==> src/hw/acc_pkg.sv <==
/*
 * Shared constants and types for the converter control block.
 * Assumes a 25 MHz bus clock and a classic Wishbone register master.
 */
package acc_pkg;

   // Register byte offsets, one 32-bit word each
   localparam logic [7:0] OFS_SC1  = 8'h00;
   localparam logic [7:0] OFS_SC2  = 8'h04;
   localparam logic [7:0] OFS_RESH = 8'h08;
   localparam logic [7:0] OFS_RESL = 8'h0C;
   localparam logic [7:0] OFS_CVH  = 8'h10;
   localparam logic [7:0] OFS_CVL  = 8'h14;
   localparam logic [7:0] OFS_CFG  = 8'h18;

   // Field positions
   localparam int SC1_DONE  = 7;
   localparam int SC1_IEN   = 6;
   localparam int SC1_CONT  = 5;
   localparam int SC2_BUSY  = 7;
   localparam int SC2_HWTRG = 6;
   localparam int SC2_CMPEN = 5;
   localparam int SC2_CMPGT = 4;
   localparam int CFG_LP    = 7;
   localparam int CFG_DIV   = 5;
   localparam int CFG_LSMP  = 4;
   localparam int CFG_MODE  = 2;
   localparam logic [7:0] SC2_WMASK = 8'h70;

   // Values after reset
   localparam logic [7:0] SC1_RST = 8'h1F;
   localparam logic [7:0] CFG_RST = 8'h00;

   // Channel codes
   localparam logic [4:0] CH_LAST_EXT = 5'h1B;
   localparam logic [4:0] CH_RSVD     = 5'h1C;
   localparam logic [4:0] CH_REFH     = 5'h1D;
   localparam logic [4:0] CH_REFL     = 5'h1E;
   localparam logic [4:0] CH_OFF      = 5'h1F;

   // Resolution codes
   localparam logic [1:0] MODE_8  = 2'h0;
   localparam logic [1:0] MODE_12 = 2'h1;
   localparam logic [1:0] MODE_10 = 2'h2;

   // Sample period in conversion clock ticks
   localparam logic [4:0] SMP_SHORT = 5'h04;
   localparam logic [4:0] SMP_LONG  = 5'h14;

   typedef enum logic [1:0] {
      ACC_IDLE   = 2'b00,
      ACC_SAMPLE = 2'b01,
      ACC_CONV   = 2'b10
   } acc_state_t;

   // Wishbone request from the master
   typedef struct packed {
      logic        cyc;
      logic        stb;
      logic        we;
      logic [3:0]  sel;
      logic [7:0]  adr;
      logic [31:0] dat;
   } acc_wb_req_t;

   typedef struct packed {
      logic [2:0] cnt;
      logic       tick;
   } acc_div_t;

   typedef struct packed {
      logic        ack;
      logic [31:0] rdat;
      logic        irq;
      logic [7:0]  sc1;
      logic [7:0]  sc2;
      logic [7:0]  cvh;
      logic [7:0]  cvl;
      logic [7:0]  cfg;
      logic [11:0] res;
      acc_state_t  st;
      logic [4:0]  smp_cnt;
      logic [3:0]  bitn;
      logic [11:0] trial;
      logic        pwr;
      logic        sampling;
      logic        iso;
      logic        trg1;
      logic        trg2;
      logic        trg3;
   } acc_regs_t;

   localparam acc_regs_t REGS_RST = '{sc1: SC1_RST, cfg: CFG_RST, st: ACC_IDLE,
                                      iso: 1'b1, default: '0};

endpackage

==> src/hw/acc_clkdiv.sv <==
/*
 * Conversion clock divider: one-cycle tick every 1, 2, 4 or 8 clocks.
 * Assumes run_i stays high for the whole conversion it times.
 */
`timescale 1ns/1ps
`default_nettype none

module acc_clkdiv
   import acc_pkg::*;
(
   // Clock and reset
   input  wire logic       clk_i,
   input  wire logic       rst_i,
   // Control
   input  wire logic       run_i,
   input  wire logic [1:0] ratio_i,
   // Tick out
   output logic            tick_o
);

   acc_div_t   q;
   acc_div_t   n;
   logic [2:0] lim;

   // Ratio code n divides by two to the n
   assign lim = 3'((4'h1 << ratio_i) - 4'h1);

   // Counter restarts whenever the converter idles
   always_comb begin
      n      = q;
      n.tick = 1'b0;
      if (!run_i) begin
         n.cnt = '0;
      end else if (q.cnt == lim) begin
         n.cnt  = '0;
         n.tick = 1'b1;
      end else begin
         n.cnt = q.cnt + 3'h1;
      end
   end

   always_ff @(posedge clk_i) begin
      if (rst_i) begin
         q <= '0;
      end else begin
         q <= n;
      end
   end

   assign tick_o = q.tick;

endmodule

`default_nettype wire

==> src/hw/acc_top.sv <==
/*
 * Successive-approximation converter control with a Wishbone register slave.
 * Assumes an analog mux and a comparator/DAC core whose comparator output
 * is synchronous to clk_i and settles within one conversion clock tick.
 */
`timescale 1ns/1ps
`default_nettype none

module acc_top
   import acc_pkg::*;
(
   // Clock and reset
   input  wire logic         clk_i,
   input  wire logic         rst_i,
   // Wishbone slave
   input  wire acc_wb_req_t  wb_i,
   output logic              wb_ack_o,
   output logic [31:0]       wb_dat_o,
   // Hardware trigger and interrupt
   input  wire logic         hw_trig_i,
   output logic              irq_o,
   // Analog core
   input  wire logic         comp_i,
   output logic [4:0]        mux_sel_o,
   output logic              mux_isolate_o,
   output logic              conv_power_o,
   output logic              sample_o,
   output logic [11:0]       dac_code_o
);

   acc_regs_t   q;
   acc_regs_t   n;
   logic        tick;
   logic        acc;
   logic        wr;
   logic        wr_sc1;
   logic        rd_resl;
   logic        hw_edge;
   logic        fin;
   logic        hit;
   logic        set_done;
   logic        go;
   logic [3:0]  nb;
   logic [11:0] t;
   logic [11:0] cv;
   logic [7:0]  rd;
   logic [1:0]  ratio;

   // Bits per result for the selected resolution
   function automatic logic [3:0] mode_bits(input logic [1:0] m);
      if (m == MODE_12) begin
         return 4'hC;
      end else if (m == MODE_10) begin
         return 4'hA;
      end else begin
         return 4'h8;
      end
   endfunction

   // Compare value assembled for the resolution in use
   function automatic logic [11:0] cmp_value(input logic [1:0] m,
                                             input logic [7:0] hi,
                                             input logic [7:0] lo);
      if (m == MODE_12) begin
         return {hi[3:0], lo};
      end else if (m == MODE_10) begin
         return {2'h0, hi[1:0], lo};
      end else begin
         return {4'h0, lo};
      end
   endfunction

   // Bus access takes effect on the edge that samples ack, one after the edge that presents it
   assign acc     = wb_i.cyc & wb_i.stb & q.ack;
   assign wr      = acc & wb_i.we & wb_i.sel[0];
   assign wr_sc1  = wr & (wb_i.adr == OFS_SC1);
   assign rd_resl = acc & ~wb_i.we & (wb_i.adr == OFS_RESL);
   assign nb      = mode_bits(q.cfg[CFG_MODE +: 2]);
   assign cv      = cmp_value(q.cfg[CFG_MODE +: 2], q.cvh, q.cvl);

   // Trigger edge only counts when armed and the converter is enabled
   assign hw_edge = q.trg2 & ~q.trg3 & q.sc2[SC2_HWTRG]
                    & (q.sc1[4:0] != CH_OFF);

   // Low power forbids the undivided clock, halving the top rate
   assign ratio = (q.cfg[CFG_LP] && q.cfg[CFG_DIV +: 2] == 2'h0) ? 2'h1
                  : q.cfg[CFG_DIV +: 2];

   acc_clkdiv u_div (
      .clk_i   (clk_i),
      .rst_i   (rst_i),
      .run_i   (q.st != ACC_IDLE),
      .ratio_i (ratio),
      .tick_o  (tick)
   );

   // Next state of the whole block
   always_comb begin
      n        = q;
      fin      = 1'b0;
      hit      = 1'b0;
      set_done = 1'b0;
      go       = 1'b0;
      t        = q.trial;
      rd       = 8'h00;

      // Trigger synchroniser and edge history
      n.trg1 = hw_trig_i;
      n.trg2 = q.trg1;
      n.trg3 = q.trg2;

      // Ack one cycle after the request, dropped the cycle after
      n.ack = wb_i.cyc & wb_i.stb & ~q.ack;
      if (wb_i.adr == OFS_SC1) begin
         rd = q.sc1;
      end else if (wb_i.adr == OFS_SC2) begin
         rd = {q.st != ACC_IDLE, q.sc2[6:0]};
      end else if (wb_i.adr == OFS_RESH) begin
         rd = {4'h0, q.res[11:8]};
      end else if (wb_i.adr == OFS_RESL) begin
         rd = q.res[7:0];
      end else if (wb_i.adr == OFS_CVH) begin
         rd = q.cvh;
      end else if (wb_i.adr == OFS_CVL) begin
         rd = q.cvl;
      end else if (wb_i.adr == OFS_CFG) begin
         rd = q.cfg;
      end
      if (n.ack) begin
         n.rdat = {24'h0, rd};
      end

      // Sample then approximate, one step per conversion tick
      if (tick) begin
         case (q.st)
            ACC_SAMPLE: begin
               if (q.smp_cnt == 5'h01) begin
                  n.st          = ACC_CONV;
                  n.sampling    = 1'b0;
                  n.trial       = '0;
                  n.trial[nb - 4'h1] = 1'b1;
                  n.bitn        = nb - 4'h1;
               end else begin
                  n.smp_cnt = q.smp_cnt - 5'h01;
               end
            end
            ACC_CONV: begin
               // Comparator high keeps the trial bit
               if (!comp_i) begin
                  t[q.bitn] = 1'b0;
               end
               if (q.bitn == 4'h0) begin
                  fin = 1'b1;
               end else begin
                  t[q.bitn - 4'h1] = 1'b1;
                  n.bitn = q.bitn - 4'h1;
               end
               n.trial = t;
            end
            default: begin
            end
         endcase
      end

      // End of conversion: flag, result and what runs next
      if (fin) begin
         hit      = q.sc2[SC2_CMPGT] ? (t >= cv) : (t < cv);
         set_done = ~q.sc2[SC2_CMPEN] | hit;
         if (set_done) begin
            n.res = t;
         end
         if (q.sc1[SC1_CONT]) begin
            go = 1'b1;
         end else begin
            n.st  = ACC_IDLE;
            n.pwr = 1'b0;
         end
      end

      // Hardware start only from idle
      if (hw_edge && q.st == ACC_IDLE) begin
         go = 1'b1;
      end

      // Register writes; an SC1 write aborts any conversion in flight
      if (wr_sc1) begin
         n.sc1[6:0]  = wb_i.dat[6:0];
         n.st        = ACC_IDLE;
         n.pwr       = 1'b0;
         n.sampling  = 1'b0;
         // Off code or hardware mode: no conversion from this write
         go = (wb_i.dat[4:0] != CH_OFF) & ~q.sc2[SC2_HWTRG];
      end else if (wr && wb_i.adr == OFS_SC2) begin
         n.sc2 = wb_i.dat[7:0] & SC2_WMASK;
      end else if (wr && wb_i.adr == OFS_CVH) begin
         n.cvh = wb_i.dat[7:0];
      end else if (wr && wb_i.adr == OFS_CVL) begin
         n.cvl = wb_i.dat[7:0];
      end else if (wr && wb_i.adr == OFS_CFG) begin
         n.cfg = wb_i.dat[7:0];
      end

      // Start a sample period, length picked by the long sample bit
      if (go) begin
         n.st       = ACC_SAMPLE;
         n.pwr      = 1'b1;
         n.sampling = 1'b1;
         n.smp_cnt  = q.cfg[CFG_LSMP] ? SMP_LONG : SMP_SHORT;
      end

      // Completion beats a clear arriving in the same cycle
      n.sc1[SC1_DONE] = (q.sc1[SC1_DONE] & ~(wr_sc1 | rd_resl)) | set_done;
      n.irq = n.sc1[SC1_DONE] & n.sc1[SC1_IEN];

      // Reserved and unbonded codes pass straight to the mux
      n.iso = (n.sc1[4:0] == CH_OFF);
   end

   always_ff @(posedge clk_i) begin
      if (rst_i) begin
         q <= REGS_RST;
      end else begin
         q <= n;
      end
   end

   // Outputs come straight from state flops
   assign wb_ack_o      = q.ack;
   assign wb_dat_o      = q.rdat;
   assign irq_o         = q.irq;
   assign mux_sel_o     = q.sc1[4:0];
   assign mux_isolate_o = q.iso;
   assign conv_power_o  = q.pwr;
   assign sample_o      = q.sampling;
   assign dac_code_o    = q.trial;
endmodule

`default_nettype wire

==> config.mk <==
export PLATFORM = sky130hd
export DESIGN_NAME = acc_top
export DESIGN_NICKNAME = d
export VERILOG_FILES = /design/src/hw/acc_pkg.sv /design/src/hw/acc_clkdiv.sv /design/src/hw/acc_top.sv
export SDC_FILE = /design/constraint.sdc
export NUM_CORES = 1
export LEC_CHECK = 0
export BUFFER_PORTS_ARGS = -buffer_cell sky130_fd_sc_hd__clkbuf_2
export CORE_MARGIN = 5
export CORE_UTILIZATION = 58
export CTS_BUF_LIST = sky130_fd_sc_hd__clkbuf_4
export CTS_CLUSTER_SIZE = 24
export DETAILED_ROUTE_END_ITERATION = 8
export PLACE_DENSITY = 0.93
export SYNTH_ARGS = -nofsm -noshare
export SYNTH_HDL_FRONTEND = slang
export SYNTH_SLANG_ARGS = --single-unit
==> constraint.sdc <==
create_clock -name clk_i -period 3.9 [get_ports clk_i]
set_input_delay 0.78 -clock clk_i [delete_from_list [all_inputs] [get_ports clk_i]]
set_output_delay 0.78 -clock clk_i [all_outputs]
set_load 0.02 [all_outputs]
==> results of run 1 <==
[layer usage]
metal  vias up  global-route usage, %  share of wire, %
li1       2340                      -                 -
met1      2259                  29.13                41
met2       253                  40.50                48
met3        41                  4.857               7.7
met4         0                  11.01               3.6
met5         -                      0                 0
[sequential cells by signal, indices dropped and copies added, names as in the netlist]
name           cells
mux_isolate_o      1
sample_o           1
dac_code_o        12
wb_ack_o           1
n                  2
q                 54
mux_sel_o          5
conv_power_o       1
u_div.tick_o       1
u_div.q            3
irq_o              1
wb_dat_o           8
[worst max path at each step]
stage                     depth (start not counted)  slack [ps]  start     to
after global placement                           13         210  q[18]  q[29]
after detailed placement                         13          90  q[18]  q[29]
after floorplan                                  15         680  q[18]  q[30]
final                                            13         210  q[18]  q[80]
after CTS                                        13          40  q[18]  q[29]
after global routing                             14          50  q[18]  q[80]
[power breakdown]
group	switching (mW)	internal (mW)	total (mW)
clock	0.340	0.202	0.542
sequential	0.00335	0.926	0.930
combinational	0.0850	0.0312	0.116
[kinds of logic after synthesis]
| logic type | count (synthesis) |
|---|---|
| simple gates | 236 |
| compound gates | 166 |
| buf+inv | 105 |
| flops | 90 |
| mux | 43 |
| fa+ha+maj | 25 |
| xor+xnor | 4 |
| other cells | 1 |
[critical path, delay by kind of cell (launching register included)]
family / cells / cell delay, ps
adder cells (fa/ha/maj): 2 / 630
AND/OR/NAND/NOR: 5 / 1010
flip-flops: 1 / 440
buffers and inverters: 2 / 290
AO/OA/AOI/OAI: 4 / 1180
[cell usage in the layout, fill, tap and decap left out, types with 2 or more instances in the layout]
cell type	instances
o21ai_1	3
nor2_1	70
conb_1	24
a22oi_1	5
mux2i_1	41
inv_6	2
nor3b_1	5
buf_4	12
clkinv_2	2
nand2b_1	9
mux2_2	2
a211oi_1	7
nand3_1	18
o22ai_1	9
clkbuf_4	9
xor2_1	2
nand4_1	9
and3_1	4
ha_1	25
o211ai_1	5
or2_2	9
o21a_1	5
a21o_1	5
o21ai_0	53
o2111ai_1	2
nor3_1	38
nand2_1	42
xnor2_1	2
or3_1	3
dfxtp_1	90
and2_1	3
a21oi_1	47
inv_1	23
clkbuf_2	53
nor2b_1	14
a221oi_1	9
o31ai_1	3
[what timing repair did]
item / in CTS / in global routing
setup endpoints to repair: 0 / 14
setup buffers: 0 / 0
hold buffers: 0 / 0
resized for setup: 0 / 4
[per-stage QoR]
stage	setup WS [ps]	utilization [%]	std cells	hold WS [ps]
finish	211.2	61.58	805	457.9
global route	46.33	61.58	805	479.8
CTS	42.50	61.52	805	459.9
detailed placement	90.79	59.95	789	437.1
global placement	214.9	59.95	789	432.9
floorplan	682.2	-	693	413.8
[area by class of cell]
type,count,area share (%)
Sequential cell,90,32.12
Tap cell,111,2.476
Timing Repair Buffer,66,6.692
Clock buffer,9,1.205
Clock inverter,7,1.361
Multi-Input combinational cell,498,54.54
Inverter,24,1.606
==> results.txt, run 1 <==
Die area = 11,260 sq um
Crit Path Class = reg -> reg
Crit-path cells = inv_1 > ha_1 > buf_4 > or3b_1 > nand3_1 > o21ai_0 > ha_1 > nand4_1 > or3_1 > o21ai_0 > o311a_2 > nor2_1 > a21oi_1
Fmax = 0.2711 GHz
CTS tree = done
Largest family of logic cells by synthesized area = simple AND/OR/NAND/NOR gates
Number of antenna-violating nets in the routed design = 0
Hold EP = n[0]
Slew of the pin with the lowest slew margin = 926.2 ps
PD cells = 283.2 nW/um^2
Crit Reg-Reg Startpoint = q[18]
Die W = 106.1 um
Warnings from Yosys = 0
Share of cells above drive strength 1 = 14.41%
Compound-Gate Fraction of Synth Area = 18.66%
Max-slew headroom at the worst pin = 38.26%
First-pass GRT wire length = 22,030 um
EDFF count, synth = 0
Async SR Flop Fraction = 0%
Unrepaired setup endpoints after global routing = no
Rows = 35
Worst hold path type = reg -> reg
Worst-path clk slew = 140 ps
Mean area per synthesized cell = 7.998 sq um
Synth Area in Simple Gates = 22.09%
CP startpoint kind = register
Count leader, synth = dfxtp_1
CTS max path bufs = 2
Worst Hold Launch = n[1]
Post-DP HPWL = 10,330 um
Global placer's final weighted congestion = 0.9467
Max-slew violations = 0
DRC = 0
Synth cell types = 62
Final period util = 94.59%
Avg WL per Cell = 17.02 um
Most frequent cells after synthesis = dfxtp_1, nor2_1, o21ai_0
# diodes = 0
Placed inst area = 5460 sq um
Setup Viol. Count Final = 0
Initial core utilization = 58.83%
CP max-delay cell = o21ai_0
CTS Sinks = 90
Detailed Routing Iterations Pass 1 = 5
Synth Flop Type = dfxtp_1
Clk_lat worst skew = 450 ps
I/O Buffers = 53
Seq. cell area = 1802 sq um
# IOs = 105
Fin area = 5609 sq um
Period minus WS final = 3689 ps
Mapped Cells = 670
CP Max Fanout = 12
Via count = 4,893
R2R Path End = q[80]
Root Driver = clkbuf_4
Vias in the first global route = 4,625
Reg2reg path depth = 13
CTS Buf Count = 9
Die Y-Extent = 106.1 um
Top post-synthesis cells by area = dfxtp_1, mux2i_1, buf_4
Total Power = 1.588 mW
Grt ovf = 0
Post-synthesis mux area share = 8.078%
Pin count of the biggest net entering global routing = 45
Nets = 765
Status = finished, final reports clean
Netlist Area Pre-Place = 5359 sq um
Worst path arrival time = 4000 ps
Post-Synth Adder-Cell Area = 5.837%
Worst Skew = 18.89 ps
Fill count = 780
VDD IR max = 0.2022 mV
Area of the multi-input gates = 3059 sq um
Area grow syn2layout = 4.670%
Yosys top cell by area = dfxtp_1
CORE AREA = 9109 sq um
Crit path capture type = register
Antenna violations before repair = 0
Synth top area share = 33.62%
Seq cells post-synth = 90
Sequential area share after synthesis = 33.62%
GRT Total Usage = 23.92%
Post-Synth XOR/XNOR Area = 0.6537%
Pleak = 2.415 nW
Initial DRC Count = 388
Max_cap viols = 0
Routed wire length = 13,700 um
Total number of H-tree levels = 3
Via-per-instance ratio = 6.078
R2R Setup Slk = 210 ps
Final Hold Viols = 0
Hold path depth = 1
Setup TNS = 0 ps
Slowest stage delay, CP = 510 ps
CP required = 4210 ps
Note: power is estimated with default switching activity, not from simulation.
==> inputs of run 2 (changes only) <==
- CORE_UTILIZATION: 58 -> 55
- PLACE_DENSITY: 0.93 -> 0.9
==> results.txt, run 2 (synthesized netlist as in run 1, its figures left out) <==
Status = finished, final reports clean
Avg WL per Cell = 16.99 um (-0.17%)
# diodes = 0 (unchanged)
CP most frequent cell = o21ai_0
R2R Setup Slk = 160 ps (-50 ps)
CTS tree = done
Crit path max-delay family = compound AO/OA/AOI/OAI gates
Total Power = 1.534 mW (-3.4%)
I/O Buffers = 53 (unchanged)
Die W = 108.7 um (+2.4%)
Worst path arrival time = 4140 ps (+140 ps)
Reg2reg path depth = 15 (+2)
CTS max path bufs = 2 (unchanged)
CORE AREA = 9639 sq um (+5.8%)
Vias in the first global route = 4,730 (+2.3%)
Crit path capture type = register
Max_cap viols = 0 (unchanged)
Rows = 36 (+2.9%)
Crit path buf inv count = 3 (+1)
Root Driver = clkbuf_4
Final period util = 95.85% (+1.3 points)
Unrepaired setup endpoints after global routing = no
Grt ovf = 0 (unchanged)
Clk_lat worst skew = 470 ps (+20 ps)
Slew of the pin with the lowest slew margin = 832.6 ps (-93.62 ps)
CP required = 4300 ps (+90 ps)
Total number of H-tree levels = 3 (unchanged)
Final Hold Viols = 0 (unchanged)
Number of flip-flops in the largest register = 54 (unchanged)
Most common cell after layout, fill and taps aside = dfxtp_1
Setup TNS = 0 ps (unchanged)
VDD IR max = 0.1615 mV (-20%)
Crit Path Class = reg -> reg
Post-DP HPWL = 10,740 um (+4.0%)
GRT Total Usage = 23.91% (about the same)
Hold EP = n[0]
Via count = 4,938 (+0.92%)
Global placer's final weighted congestion = 0.9741 (+2.9%)
Via-per-instance ratio = 5.942 (-2.2%)
Worst hold path type = reg -> reg
Area grow syn2layout = 5.744%
CP startpoint kind = register
# IOs = 105 (unchanged)
Share of cells above drive strength 1 = 15.62% (+1.2 points)
Initial DRC Count = 409 (+5.4%)
Pleak = 2.422 nW (+0.27%)
Routed wire length = 14,120 um (+3.1%)
Most frequent cells in the layout = dfxtp_1, nor2_1, clkbuf_2, o21ai_0, a21oi_1
Crit-path cells = inv_1 > ha_1 > buf_4 > nand2_1 > o21ai_0 > a21oi_1 > o21ai_0 > ha_1 > nand4_1 > or3_1 > o21ai_0 > o311a_1 > buf_4 > nor3_1 > nor3_1
Fmax = 0.2675 GHz (-1.3%)
CP Max Fanout = 8 (-4)
DRC = 0 (unchanged)
Initial core utilization = 55.59% (-3.2 points)
First-pass GRT wire length = 22,400 um (+1.7%)
Crit Reg-Reg Startpoint = q[19]
CTS Buf Count = 9 (unchanged)
R2R Path End = q[33]
CP max-delay cell = dfxtp_1
Number of antenna-violating nets in the routed design = 0 (unchanged)
CTS Sinks = 90 (unchanged)
Worst Skew = 25.48 ps (+6.592 ps)
Setup Viol. Count Final = 0 (unchanged)
Worst-path clk slew = 160 ps (+20 ps)
Levels on crit path = 15 (+2)
Slowest stage delay, CP = 450 ps (-60 ps)
Nets = 769 (+0.52%)
PD cells = 270.8 nW/um^2 (-4.4%)
Antenna violations before repair = 0 (unchanged)
Cts hold-fix bufs = 0 (unchanged)
Die Y-Extent = 108.7 um (+2.4%)
Largest reg by FF count = q
Pin count of the biggest net entering global routing = 44 (-2.2%)
Detailed Routing Iterations Pass 1 = 6 (+1)
Die area = 11,820 sq um (+4.9%)
Max-slew headroom at the worst pin = 44.50% (+6.2 points)
Hold path depth = 1 (unchanged)
Period minus WS final = 3738 ps (+49.35 ps)
Worst Hold Launch = n[1]
Max-slew violations = 0 (unchanged)
## run 2: changes by cell type in the layout (fill, tap and decap cells not counted), sizes merged
cell,change
buf,+4
bufinv,-1
clkbuf,+1
clkinv,+1
clkinvlp,+1
inv,-2
## run 2: layer usage
metal	routed length [um]	global-route usage [%]	share of wire [%]
met5	0	0	0
met4	501	11.18	3.5
met3	1160	4.204	8.2
met2	7010	42.45	50
met1	5445	27.87	39
## run 2: timing repair
item	in CTS	in global routing
setup buffers	0	0
gates resized for setup	2	8
endpoints found under the setup margin	3	14
## run 2: metrics by stage
stage | setup WS (ps) | cell area [sq um] | hold slack (ps) | util [%] | cells
6_report | 161.8 | 5667 | 465.8 | 58.79 | 831
2_1_floorplan | 682.2 | 5445 | 413.8 | - | 693
5_1_grt | 14.56 | 5667 | 475.3 | 58.79 | 831
3_5_place_dp | -13.46 | 5505 | 432.0 | 57.11 | 815
3_3_place_gp | 192.8 | 5505 | 431.7 | 57.11 | 815
4_1_cts | 103.4 | 5643 | 467.7 | 58.54 | 831
## run 2: worst max path at each step
stage	startpoint	endpoint
finish	q[19]	q[33]
global route	q[19]	q[39]
CTS	q[18]	q[33]
detailed placement	q[18]	q[33]
global placement	q[18]	q[35]
floorplan	q[18]	q[30]
## run 2: worst reg2reg max path, stage by stage (launching register included)
cell and delay [ps]:
dfxtp_1 450, inv_1 100, ha_1 290, buf_4 190, nand2_1 50, o21ai_0 100
a21oi_1 450, o21ai_0 250, ha_1 370, nand4_1 190, or3_1 400, o21ai_0 150
o311a_1 290, buf_4 180, nor3_1 60, nor3_1 190
## run 2: area by class of cell
cell class | count | area (sq um)
Sequential cell | 90 | 1803
Tap cell | 133 | 166.4
Multi-Input combinational cell | 498 | 3085
Timing Repair Buffer | 70 | 392.9
Fill cell | 909 | 3973
Clock buffer | 10 | 75.07
Inverter | 24 | 90.09
Clock inverter | 6 | 53.80
## run 2: power by group
part	leakage (nW)	internal [mW]	switching [mW]
sequential	0.727	0.926	0.00351
clock	0.0658	0.145	0.343
combinational	1.63	0.0311	0.0845
total	2.42	1.10	0.431
